[src/hdl/scce_regs.svh]
// Register map, field positions and codes of the command element block
`ifndef SCCE_REGS_SVH
`define SCCE_REGS_SVH
`define SCCE_IDX_FUNC    3'h0
`define SCCE_IDX_LEN     3'h1
`define SCCE_IDX_ADDR    3'h2
`define SCCE_IDX_PARAM1  3'h3
`define SCCE_IDX_PARAM2  3'h4
`define SCCE_IDX_CTRL    3'h5
`define SCCE_IDX_STAT    3'h6
`define SCCE_CTRL_SUBMIT 0
`define SCCE_CTRL_ABORT  1
`define SCCE_CTRL_LAST   2
`define SCCE_STAT_AVAIL  0
`define SCCE_STAT_BUSY   1
`define SCCE_STAT_CHRDY  2
`define SCCE_BIT_INPROG  20
`define SCCE_BIT_EOL     21
`define SCCE_FN_DEVPAR   7'h00
`define SCCE_FN_CHPAR    7'h01
`define SCCE_FN_INIT     7'h10
`define SCCE_FN_UPDATE   7'h11
`define SCCE_FN_RESET    7'h13
`define SCCE_FN_XMIT     7'h20
`define SCCE_FN_RECV     7'h30
`define SCCE_FN_MODEM    7'h40
`define SCCE_FN_STCHG    7'h50
`define SCCE_FN_MAINT    7'h7F
`define SCCE_CC_OK       8'h00
`define SCCE_CC_ABORT    8'h01
`define SCCE_CC_RSVD     8'h02
`define SCCE_CC_UNKNOWN  8'h03
`define SCCE_CC_CHAN     8'h04
`define SCCE_CC_LW1      8'h05
`define SCCE_CC_LW2      8'h06
`define SCCE_CC_SEQ      8'h09
`define SCCE_CC_MSG      8'h11
`define SCCE_CHAN_MAX    8'h01
`define SCCE_LINE_COUNT  8'h02
`define SCCE_FW_VERSION  8'h03
`define SCCE_DEV_CODE    8'h5A // Arbitrary value, names no real part
`define SCCE_ADDR_HI     31:22
`define SCCE_ADDR_LO     21:0
`endif

[src/hdl/scce_pkg.sv]
// Types shared by the command element block
package scce_pkg;
  // Function longword layout
  typedef struct packed {
    logic [7:0] status;
    logic [1:0] flag_hi;
    logic       eol;
    logic       inprog;
    logic [3:0] flag_lo;
    logic [7:0] chan;
    logic       spare;
    logic [6:0] code;
  } scce_func_s;
  // Work handed to the protocol engine
  typedef struct packed {
    logic [6:0]  func;
    logic        chan;
    logic [21:0] addr;
    logic [15:0] len;
    logic [31:0] param2;
  } scce_req_s;
  // Result returned by the protocol engine
  typedef struct packed {
    logic [7:0]  code;
    logic [15:0] count;
    logic        param_vld;
    logic [31:0] param1;
  } scce_rsp_s;
  typedef enum logic [2:0] {
    ST_IDLE   = 3'b000,
    ST_CHECK  = 3'b001,
    ST_ENGINE = 3'b010,
    ST_WBACK  = 3'b011,
    ST_POST   = 3'b100
  } scce_state_e;
endpackage

[src/hdl/scce_decode.sv]
// Validation of a submitted command block
`timescale 1ns/1ns
`include "scce_regs.svh"
module scce_decode
  import scce_pkg::*;
(
  input  wire logic [31:0] func_i,
  input  wire logic [31:0] len_i,
  input  wire logic [31:0] addr_i,
  input  wire logic [1:0]  chan_ready_i,
  output logic [7:0]       code_o,
  output logic             engine_o
);
  scce_func_s fw;
  logic       known;
  logic       bufcmd;

  // Classify the function code
  always_comb begin
    fw     = scce_func_s'(func_i);
    known  = fw.code inside {`SCCE_FN_DEVPAR, `SCCE_FN_CHPAR, `SCCE_FN_INIT,
                             `SCCE_FN_UPDATE, `SCCE_FN_RESET, `SCCE_FN_XMIT,
                             `SCCE_FN_RECV, `SCCE_FN_MODEM, `SCCE_FN_STCHG,
                             `SCCE_FN_MAINT};
    bufcmd = fw.code inside {`SCCE_FN_INIT, `SCCE_FN_UPDATE, `SCCE_FN_XMIT,
                             `SCCE_FN_RECV};
  end

  // First failing check decides the code
  always_comb begin
    code_o   = `SCCE_CC_OK;
    engine_o = 1'b0;
    if (!known) begin
      code_o = `SCCE_CC_UNKNOWN;
    end else if (fw.code == `SCCE_FN_DEVPAR) begin
      code_o = `SCCE_CC_OK;
    end else if (fw.chan > `SCCE_CHAN_MAX) begin
      code_o = `SCCE_CC_CHAN;
    end else if (bufcmd && addr_i[`SCCE_ADDR_HI] != 10'h000) begin
      code_o = `SCCE_CC_LW1;
    end else if (bufcmd && len_i[31:16] == 16'h0000) begin
      code_o = `SCCE_CC_LW2;
    end else if ((fw.code == `SCCE_FN_XMIT || fw.code == `SCCE_FN_RECV)
                 && !chan_ready_i[fw.chan[0]]) begin
      code_o = `SCCE_CC_SEQ;
    end else begin
      engine_o = 1'b1;
    end
  end
endmodule // scce_decode

[src/hdl/scce_store.sv]
// Command block storage shared by host writes and device write-back
`timescale 1ns/1ns
`include "scce_regs.svh"
module scce_store
  import scce_pkg::*;
(
  input  wire logic        clk_i,
  input  wire logic        arst_n_i,
  input  wire logic        host_we_i,
  input  wire logic [2:0]  host_idx_i,
  input  wire logic [31:0] host_data_i,
  input  wire logic [3:0]  host_be_i,
  input  wire logic        dev_func_we_i,
  input  wire logic [31:0] dev_func_i,
  input  wire logic        dev_len_we_i,
  input  wire logic [15:0] dev_len_i,
  input  wire logic        dev_prm_we_i,
  input  wire logic [31:0] dev_prm_i,
  output logic [31:0]      word_o [5]
);
  logic [31:0] mem      [5];
  logic [31:0] next_mem [5];

  // Merge byte lanes of a host write
  function automatic logic [31:0] lanes(input logic [31:0] old, input logic [31:0] nw,
                                        input logic [3:0] be);
    logic [31:0] r;
    r = old;
    for (int b = 0; b < 4; b++) begin
      if (be[b]) begin
        r[b*8 +: 8] = nw[b*8 +: 8];
      end
    end
    return r;
  endfunction

  // Device write-back wins; top only lets host write while idle
  always_comb begin
    next_mem = mem;
    if (host_we_i && host_idx_i <= `SCCE_IDX_PARAM2) begin
      next_mem[host_idx_i] = lanes(mem[host_idx_i], host_data_i, host_be_i);
    end
    if (dev_func_we_i) begin
      next_mem[`SCCE_IDX_FUNC] = dev_func_i;
    end
    if (dev_len_we_i) begin
      next_mem[`SCCE_IDX_LEN][15:0] = dev_len_i;
    end
    if (dev_prm_we_i) begin
      next_mem[`SCCE_IDX_PARAM1] = dev_prm_i;
    end
  end

  always_ff @(posedge clk_i or negedge arst_n_i) begin
    if (!arst_n_i) begin
      for (int i = 0; i < 5; i++) begin
        mem[i] <= 32'h0000_0000;
      end
    end else begin
      mem <= next_mem;
    end
  end

  assign word_o = mem;
endmodule // scce_store

[src/hdl/scce_top.sv]
// Command element interpreter with Avalon-MM register slave
`timescale 1ns/1ns
`include "scce_regs.svh"
module scce_top
  import scce_pkg::*;
(
  input  wire logic        CLK_I,
  input  wire logic        ARST_N_I,
  input  wire logic [2:0]  AVS_ADDRESS_I,
  input  wire logic        AVS_READ_I,
  input  wire logic        AVS_WRITE_I,
  input  wire logic [31:0] AVS_WRITEDATA_I,
  input  wire logic [3:0]  AVS_BYTEENABLE_I,
  output logic [31:0]      AVS_READDATA_O,
  output logic             AVS_WAITREQUEST_O,
  output scce_req_s        ENG_REQ_O,
  output logic             ENG_START_O,
  output logic             ENG_ABORT_O,
  input  wire logic        ENG_DONE_I,
  input  wire scce_rsp_s   ENG_RSP_I,
  output logic             RESPONSE_AVAILABLE_FLAG_O
);
  logic [31:0] word [5];
  logic [7:0]  val_code;
  logic        val_engine;
  scce_func_s  fw;

  scce_state_e state, next_state;
  logic        response_available_flag, next_response_available_flag;
  logic        eol_req, next_eol_req;
  logic [1:0]  chan_ready, next_chan_ready;
  logic [7:0]  code, next_code;
  logic [15:0] count, next_count;
  logic [31:0] first_parameter_word, next_first_parameter_word;
  logic        first_parameter_vld, next_first_parameter_vld;
  scce_req_s   req, next_req;
  logic        start, next_start;
  logic        abort, next_abort;
  logic        waitreq, next_waitreq;
  logic [31:0] rdata, next_rdata;

  logic        host_we;
  logic        bus_wr;
  logic        submit;
  logic        dev_func_we;
  logic [31:0] dev_func;
  logic        dev_len_we;
  logic        dev_prm_we;

  scce_store u_store (
    .clk_i         (CLK_I),
    .arst_n_i      (ARST_N_I),
    .host_we_i     (host_we),
    .host_idx_i    (AVS_ADDRESS_I),
    .host_data_i   (AVS_WRITEDATA_I),
    .host_be_i     (AVS_BYTEENABLE_I),
    .dev_func_we_i (dev_func_we),
    .dev_func_i    (dev_func),
    .dev_len_we_i  (dev_len_we),
    .dev_len_i     (count),
    .dev_prm_we_i  (dev_prm_we),
    .dev_prm_i     (first_parameter_word),
    .word_o        (word)
  );

  scce_decode u_decode (
    .func_i       (word[`SCCE_IDX_FUNC]),
    .len_i        (word[`SCCE_IDX_LEN]),
    .addr_i       (word[`SCCE_IDX_ADDR]),
    .chan_ready_i (chan_ready),
    .code_o       (val_code),
    .engine_o     (val_engine)
  );

  // Write lands at the edge where the master sees waitrequest low
  assign bus_wr  = AVS_WRITE_I && !waitreq;
  assign host_we = bus_wr && state == ST_IDLE && AVS_ADDRESS_I <= `SCCE_IDX_PARAM2;
  assign submit  = bus_wr && AVS_ADDRESS_I == `SCCE_IDX_CTRL
                   && AVS_WRITEDATA_I[`SCCE_CTRL_SUBMIT] && AVS_BYTEENABLE_I[0];
  assign fw      = scce_func_s'(word[`SCCE_IDX_FUNC]);

  // Legal completion codes only; reserved 02 and values above 11 collapse to 11
  function automatic logic [7:0] legal_code(input logic [7:0] c);
    if (c == `SCCE_CC_RSVD || c > `SCCE_CC_MSG) begin
      return `SCCE_CC_MSG;
    end
    return c;
  endfunction

  // Device writes into the block: in-progress mark, then the response
  always_comb begin
    dev_func    = word[`SCCE_IDX_FUNC];
    dev_func_we = 1'b0;
    dev_len_we  = 1'b0;
    dev_prm_we  = 1'b0;
    if (state == ST_CHECK) begin
      dev_func_we                 = 1'b1;
      dev_func[`SCCE_BIT_INPROG]  = 1'b1;
    end
    if (state == ST_WBACK) begin
      dev_func_we                = 1'b1;
      dev_func[31:24]            = code;
      dev_func[`SCCE_BIT_INPROG] = 1'b1;
      dev_func[`SCCE_BIT_EOL]    = eol_req;
      dev_len_we                 = fw.code != `SCCE_FN_DEVPAR;
      dev_prm_we                 = first_parameter_vld;
    end
  end

  // Command sequencing
  always_comb begin
    next_state      = state;
    next_eol_req    = eol_req;
    next_chan_ready = chan_ready;
    next_code       = code;
    next_count      = count;
    next_first_parameter_word = first_parameter_word;
    next_first_parameter_vld  = first_parameter_vld;
    next_req        = req;
    next_start      = 1'b0;
    next_abort      = 1'b0;
    unique case (state)
      ST_IDLE: begin
        if (submit) begin
          next_state   = ST_CHECK;
          next_eol_req = AVS_WRITEDATA_I[`SCCE_CTRL_LAST];
        end
      end
      ST_CHECK: begin
        next_code   = val_code;
        next_count  = 16'h0000;
        next_first_parameter_vld = 1'b0;
        if (fw.code == `SCCE_FN_DEVPAR && val_code == `SCCE_CC_OK) begin
          next_first_parameter_word = {8'h00, `SCCE_LINE_COUNT,
                                       `SCCE_FW_VERSION, `SCCE_DEV_CODE};
          next_first_parameter_vld  = 1'b1;
          next_state  = ST_WBACK;
        end else if (val_engine) begin
          next_req.func   = fw.code;
          next_req.chan   = fw.chan[0];
          next_req.addr   = word[`SCCE_IDX_ADDR][`SCCE_ADDR_LO];
          next_req.len    = word[`SCCE_IDX_LEN][31:16];
          next_req.param2 = word[`SCCE_IDX_PARAM2];
          next_start      = 1'b1;
          next_state      = ST_ENGINE;
        end else begin
          next_state = ST_WBACK;
        end
      end
      ST_ENGINE: begin
        // Abort only asks; the engine still answers, normally with 01
        next_abort = bus_wr && AVS_ADDRESS_I == `SCCE_IDX_CTRL
                     && AVS_WRITEDATA_I[`SCCE_CTRL_ABORT];
        if (ENG_DONE_I) begin
          next_code   = legal_code(ENG_RSP_I.code);
          next_count  = ENG_RSP_I.count;
          next_first_parameter_word = ENG_RSP_I.param1;
          next_first_parameter_vld  = ENG_RSP_I.param_vld;
          next_state  = ST_WBACK;
          if (req.func == `SCCE_FN_INIT && ENG_RSP_I.code == `SCCE_CC_OK) begin
            next_chan_ready[req.chan] = 1'b1;
          end
          if (req.func == `SCCE_FN_RESET) begin
            next_chan_ready[req.chan] = 1'b0;
          end
        end
      end
      ST_WBACK: begin
        next_state = ST_POST;
      end
      ST_POST: begin
        next_state = ST_IDLE;
      end
      default: begin
        next_state = ST_IDLE;
      end
    endcase
  end

  // Response flag: posting sets it, software clears by writing one; set wins
  always_comb begin
    next_response_available_flag = response_available_flag;
    if (bus_wr && AVS_ADDRESS_I == `SCCE_IDX_STAT && AVS_WRITEDATA_I[`SCCE_STAT_AVAIL]) begin
      next_response_available_flag = 1'b0;
    end
    if (state == ST_POST) begin
      next_response_available_flag = 1'b1;
    end
  end

  // Bus slave: one wait cycle per access, unmapped reads return zero
  always_comb begin
    next_waitreq = !((AVS_READ_I || AVS_WRITE_I) && waitreq);
    next_rdata   = rdata;
    if (AVS_READ_I && waitreq) begin
      next_rdata = 32'h0000_0000;
      if (AVS_ADDRESS_I <= `SCCE_IDX_PARAM2) begin
        next_rdata = word[AVS_ADDRESS_I];
      end else if (AVS_ADDRESS_I == `SCCE_IDX_CTRL) begin
        next_rdata[`SCCE_CTRL_LAST] = eol_req;
      end else if (AVS_ADDRESS_I == `SCCE_IDX_STAT) begin
        next_rdata[`SCCE_STAT_AVAIL]          = response_available_flag;
        next_rdata[`SCCE_STAT_BUSY]           = state != ST_IDLE;
        next_rdata[`SCCE_STAT_CHRDY +: 2]     = chan_ready;
      end
    end
  end

  // All state registers
  always_ff @(posedge CLK_I or negedge ARST_N_I) begin
    if (!ARST_N_I) begin
      state      <= ST_IDLE;
      response_available_flag <= 1'b0;
      eol_req    <= 1'b0;
      chan_ready <= 2'h0;
      code       <= 8'h00;
      count      <= 16'h0000;
      first_parameter_word <= 32'h0000_0000;
      first_parameter_vld  <= 1'b0;
      req        <= '0;
      start      <= 1'b0;
      abort      <= 1'b0;
      waitreq    <= 1'b1;
      rdata      <= 32'h0000_0000;
    end else begin
      state      <= next_state;
      response_available_flag <= next_response_available_flag;
      eol_req    <= next_eol_req;
      chan_ready <= next_chan_ready;
      code       <= next_code;
      count      <= next_count;
      first_parameter_word <= next_first_parameter_word;
      first_parameter_vld  <= next_first_parameter_vld;
      req        <= next_req;
      start      <= next_start;
      abort      <= next_abort;
      waitreq    <= next_waitreq;
      rdata      <= next_rdata;
    end
  end

  assign AVS_READDATA_O    = rdata;
  assign AVS_WAITREQUEST_O = waitreq;
  assign ENG_REQ_O         = req;
  assign ENG_START_O       = start;
  assign ENG_ABORT_O       = abort;
  assign RESPONSE_AVAILABLE_FLAG_O = response_available_flag;
endmodule // scce_top
[config.mk]
export PLATFORM = sky130hd
export DESIGN_NAME = scce_top
export DESIGN_NICKNAME = d
export VERILOG_FILES = /design/src/hdl/scce_pkg.sv /design/src/hdl/scce_decode.sv /design/src/hdl/scce_store.sv /design/src/hdl/scce_top.sv
export VERILOG_INCLUDE_DIRS = /design/src /design/src/hdl
export SDC_FILE = /design/constraint.sdc
export NUM_CORES = 1
export LEC_CHECK = 0
export BUFFER_PORTS_ARGS = -buffer_cell sky130_fd_sc_hd__buf_2
export CAP_MARGIN = 40
export CORE_MARGIN = 10
export CORE_UTILIZATION = 28
export CTS_CLUSTER_SIZE = 8
export DETAILED_ROUTE_END_ITERATION = 10
export PLACE_DENSITY = 0.5
export SKIP_CTS_REPAIR_TIMING = 1
export SLEW_MARGIN = 30
export SYNTH_ARGS = -nofsm -noshare
export SYNTH_HDL_FRONTEND = slang
export SYNTH_SLANG_ARGS = --single-unit
[constraint.sdc]
create_clock -name CLK_I -period 2.4 [get_ports CLK_I]
set_clock_uncertainty 0.1 [all_clocks]
set_input_delay 0.48 -clock CLK_I [delete_from_list [all_inputs] [get_ports CLK_I]]
set_output_delay 0.48 -clock CLK_I [all_outputs]
set_load 0.03 [all_outputs]
Yosys cells after proc, flatten, opt, wreduce, memory -nomap -nowiden
Index checks and enable logic that the tools add are counted.

Bits in registers: 337. Bits of input ports: 101. Output and inout bits: 114. Logic and storage cells: 188.

Order comparisons: 8. Equality and inequality tests: 23. Mux-type cells: 77. Bitwise gates (word level): 6. Reductions and logical operators: 49.

Operator list (count): $mux W32 (7); $bwmux W160 (1); $mux W160 (1); $mux W8 (17); $bmux W32 S3 (1); $demux W32 S3 (1); $pmux W32 S2 (1); $eq A7 B5 Y1 const B (5); $mux W16 (2); $pmux W16 S2 (1); $mux W1 (29); $mux W28 (1); $eq A7 B7 Y1 const B (3); $reduce_bool A10 Y1 (2); $logic_and A1 B1 Y1 (19); $logic_not A16 Y1 (1); $logic_not A8 Y1 (2); $pmux W8 S2 (1); $eq A7 B6 Y1 const B (2); $reduce_and A2 Y1 (7); $mux W2 (6); $mux W4 (3); $pmux W3 S4 (1); $reduce_bool A2 Y1 (5); other kinds (31) (44).

Depth between registers and ports, before layout
Depth after elaboration: 14. Depth in mapped cells: 9.

Hierarchy
A second synthesis with hierarchy kept.

Cell total of the unflattened synthesis: 1562. Area total of the unflattened synthesis: 17172.7 µm².

By module, submodules not included: scce_store (instances 1, cells each 905, area each 8677.1 µm²); scce_top (instances 1, cells each 615, area each 8191.6 µm²); scce_decode (instances 1, cells each 42, area each 304.0 µm²).

Worst setup path after synthesis
OpenSTA, ideal clock, no wires.

Path kind: input-to-reg. Start point: in AVS_ADDRESS_I[0]. End point: reg eol_req. Library setup time: 0.125 ns. Arrival: 2.199 ns. Data required time: 2.175 ns. Slack: -0.023 ns. Stages on the path: 7. Buffers on the path: 3. Cell sequence: buf_2 buf_2 buf_2 nor2b_1 nand2_1 nor4_1 mux2_2.

Cells in the longest elaborated chain, start to end: 5.

Ends and longest elaborated chain: start, declared (line scce_top.sv:9) `input wire logic [2:0] AVS_ADDRESS_I,`; $eq A3 B3 Y1 (no line); $logic_and A1 B1 Y1 (no line); $logic_and A1 B1 Y1 (2 in series) (line scce_top.sv:78) `` assign submit = bus_wr && AVS_ADDRESS_I == `SCCE_IDX_CTRL ``; $reduce_and A2 Y1 (no line); end signal, assigned (line scce_top.sv:228) `eol_req <= next_eol_req;`; end, declared (line scce_top.sv:30) `logic eol_req, next_eol_req;`.

Every way passes these cells. A chain may end at the register's enable or synchronous reset.

Final worst setup path
Start point: reg u_store.mem, in the netlist u_store.word_o[126]. End point: reg req, in the netlist ENG_REQ_O[18].

Cells in the longest elaborated chain, start to end: 11. Elaborated cells between the ends (all ways): 16. Those cells by class: mux: 10; bitwise: 1; reduce/logical: 5.

Ends and longest elaborated chain: start, declared (line scce_store.sv:21) `logic [31:0] mem [5];`; start signal, assigned (line scce_store.sv:60) `mem <= next_mem;`; $logic_not A16 Y1 * (line scce_decode.sv:41) `end else if (bufcmd && len_i[31:16] == 16'h0000) begin`; $logic_and A1 B1 Y1 * (line scce_decode.sv:41); $mux W8 (line scce_decode.sv:41); $mux W8 (line scce_decode.sv:39) `` end else if (bufcmd && addr_i[`SCCE_ADDR_HI] != 10'h000) begin ``; $mux W8 (line scce_decode.sv:37) `` end else if (fw.chan > `SCCE_CHAN_MAX) begin ``; $mux W8 (line scce_decode.sv:35) `` end else if (fw.code == `SCCE_FN_DEVPAR) begin ``; $mux W8 (line scce_decode.sv:33) `if (!known) begin`; $logic_not A8 Y1 (no line); $logic_and A1 B1 Y1 (no line); $not A1 Y1 (no line); $reduce_and A3 Y1 (no line) *; end signal, assigned (line scce_top.sv:234) `req <= next_req;`; end, declared (line scce_top.sv:36) `scce_req_s req, next_req;`.

Every way passes the cells marked *; elsewhere a longest branch is shown, timed or not.

==> flow_summary.ini <==
[run_status]
status = complete, but fails checks
violations = setup timing

[global_route]
grt_use_total_pct = 17.41
grt_pass1_wl_mm = 82.90
grt-ovfl-total = 0
grt_max_degree = 82
antenna_found_initial = 1
grt_pass1_vias = 12320

[clocking]
numClockSinks = 337
numCtsBuffers = 48
cts_root_buf = clkbuf_16
ctsHtreeMaxLevel = 2
cts.path.max_buffers = 3
cts_tree = built
path_clk_slew_ns = 0.05
clock_latency_ns = 0.59

[timing]
final-setup-viol-count = 78
fin_tns_setup_ns = -4.647
slew_headroom_pct = 60.32
postLayoutSetupSlackWorst_ns = -0.08764
tightest_slew_ns = 0.5938
period_minus_slack_ns = 2.488
period_share_pct = 103.7
max_clock_freq_mhz = 402.0
slew_violations = 0
timing_hold_violations_final = 0
rsz0062_at_grt = true
timing.hold.ws_ns = 0.007446

[critical_path]
cp_max_fo = 14
ff2ff_path_depth = 7
cpMaxStageDelayCell = nor4_1
required_ns = 2.76
cp_num_cells = 7
endpoint_kind = register
arrival_ns = 2.85
critPathTopFamily = simple AND/OR/NAND/NOR gates
crit_buf_inv = 2
crit_path_max_incr_delay_ns = 0.44
path_class = reg2reg
cp-start-kind = register
path_cells = nor4_1, nand4_1, a21o_1, nand4_4, buf_12, clkbuf_16, mux2_2

[floorplanning]
rows = 83
coreArea_um2 = 51610
dieArea_um2 = 61990
ios = 215
start_util_pct = 28.45
fp.dieW_um = 249.0
die_y_um = 249.0

[synthesis]
ys_seq_elements = 337
yosysWarnings = 0
syn_inst = 1306
yosysTopAreaCell = dfrtp_1
syn_nets = 1407
synth_area_leaders = dfrtp_1, mux2_2, nand2_1
postSynth.asyncResetShare_pct = 100.0
synth_area_um2 = 14680
synth.avg_cell_area_um2 = 11.24
synth-main-ff-cell = dfrtp_1
yosysSeqAreaShare_pct = 57.45
synth_edf_count = 0
synth_cell_types = 49
synth_top_area_share_pct = 57.27

[finish]
final_net_count = 1734
final_common_cell = dfrtp_1
area_delta_synth_final_pct = 30.61
diodes = 0
final_core_util_pct = 37.15
multi_input_area_um2 = 5968
fillers = 5163
drive_gt1_share_pct = 36.08
ff_latch_area_um2 = 8434
layout_common_cells = dfrtp_1, buf_2, nand2_1

[placed_design]
post-dp-hpwl_mm = 40.51
preCtsSetupSlack_ns = -0.03181
gp_congestion = 0.8922
io_buffers = 214

[detailed_routing]
first_pass_iters = 7
ant_nets = 0
vias = 11800
first_iter_violations = 894
drt-total-wl_mm = 56.49
drt-wirelength-per-cell_um = 24.37
viasPerCell = 5.091
drc = 0

[power_and_ir_drop]
powerDensity_nw_per_um2 = 1183
ir_drop_uv = 519.5
p_leak_nw = 9.528

[job]
maxCapViolations = 0

[worst_hold_path]
min_path_cells = 3
hold_path.class = in2reg
## layer usage
layer | vias to the layer above | global-route usage [%] | routed length (um)
li1 | 5360 | - | -
met1 | 6012 | 23.35 | 25350
met2 | 369 | 28.14 | 26750
met3 | 57 | 4.187 | 3650
met4 | 2 | 3.265 | 721
met5 | - | 0 | 13
## layout make-up
type / count / share of cell area (%)
Multi-Input combinational cell: 866 / 31.12
Tap cell: 680 / 4.437
Timing Repair Buffer: 371 / 13.51
Inverter: 9 / 0.1762
Sequential cell: 337 / 43.98
Clock inverter: 3 / 0.2675
Clock buffer: 52 / 6.505
## metrics by stage
stage | instance area, um2 | instances | power [mW]
final | 19180 | 2318 | 22.69
after global routing | 19180 | 2318 | 23.98
after CTS | 18880 | 2305 | 22.61
after detailed placement | 17580 | 2250 | 16.38
after global placement | 17560 | 2248 | 16.22
after floorplan | 14690 | 1306 | 12.87
## where the power goes
part	internal (mW)	leakage (nW)	total [mW]	switching [mW]
sequential	7.53	4.50	8.93	1.40
clock	3.63	0.636	6.12	2.49
combinational	3.18	4.40	7.64	4.46
## worst reg2reg max path, stage by stage, from the launching register on
cell       delay [ns]
dfrtp_1          0.37
nor4_1           0.44
nand4_1          0.30
a21o_1           0.29
nand4_4          0.11
buf_12           0.18
clkbuf_16        0.22
mux2_2           0.34
## synth_stat cells, drive strengths merged, types with 2 or more instances
| cell type | count |
|---|---|
| dfrtp | 336 |
| nand2 | 206 |
| o21ai | 152 |
| mux2 | 140 |
| a22oi | 87 |
| clkbuf | 66 |
| nand3 | 58 |
| buf | 28 |
| nor2 | 27 |
| mux2i | 25 |
| a22o | 21 |
| a21oi | 16 |
| nor3 | 16 |
| o22ai | 16 |
| mux4 | 12 |
| a21o | 10 |
| nor2b | 10 |
| nor4 | 10 |
| inv | 9 |
| a31oi | 7 |
| and2 | 7 |
| a2bb2oi | 6 |
| nand2b | 6 |
| nand4 | 6 |
| or4 | 4 |
| o211ai | 3 |
| o21a | 3 |
| a211o | 2 |
| and3b | 2 |
| and4 | 2 |
| or3 | 2 |
## kinds of logic (layout without fill, tap and decap cells)
logic type | Yosys count | in the layout | synth area share [%]
AOI/OAI and AO/OA | 328 | 328 | 14.05
and+or+nand+nor | 361 | 361 | 11.11
DFF | 337 | 337 | 57.45
muxes | 177 | 177 | 14.51
buffers and inverters | 103 | 435 | 2.872
## flip-flops by register name, summed over array words and instances (netlist names), named ones only
signal                     cells
first_parameter_vld            1
count                         16
ENG_ABORT_O                    1
ENG_START_O                    1
AVS_WAITREQUEST_O              1
eol_req                        1
u_store.word_o               160
RESPONSE_AVAILABLE_FLAG_O      1
state                          3
ENG_REQ_O                     78
code                           8
AVS_READDATA_O                32
first_parameter_word          32
## worst paths after layout
kind | startpoint | endpoint | slack (ns)
setup / recovery | u_store.word_o[126] | ENG_REQ_O[18] | -0.09
hold / removal | ENG_RSP_I[48] | count[15] | 0.007
setup reg to reg | u_store.word_o[126] | ENG_REQ_O[18] | -0.09
hold reg to reg | first_parameter_word[2] | first_parameter_word[2] | 0.37
max in group asynchronous | ARST_N_I | AVS_READDATA_O[18] | 1.10
min in group asynchronous | ARST_N_I | u_store.word_o[93] | 0.27
No activity file was read; power rests on OpenSTA's default activity.
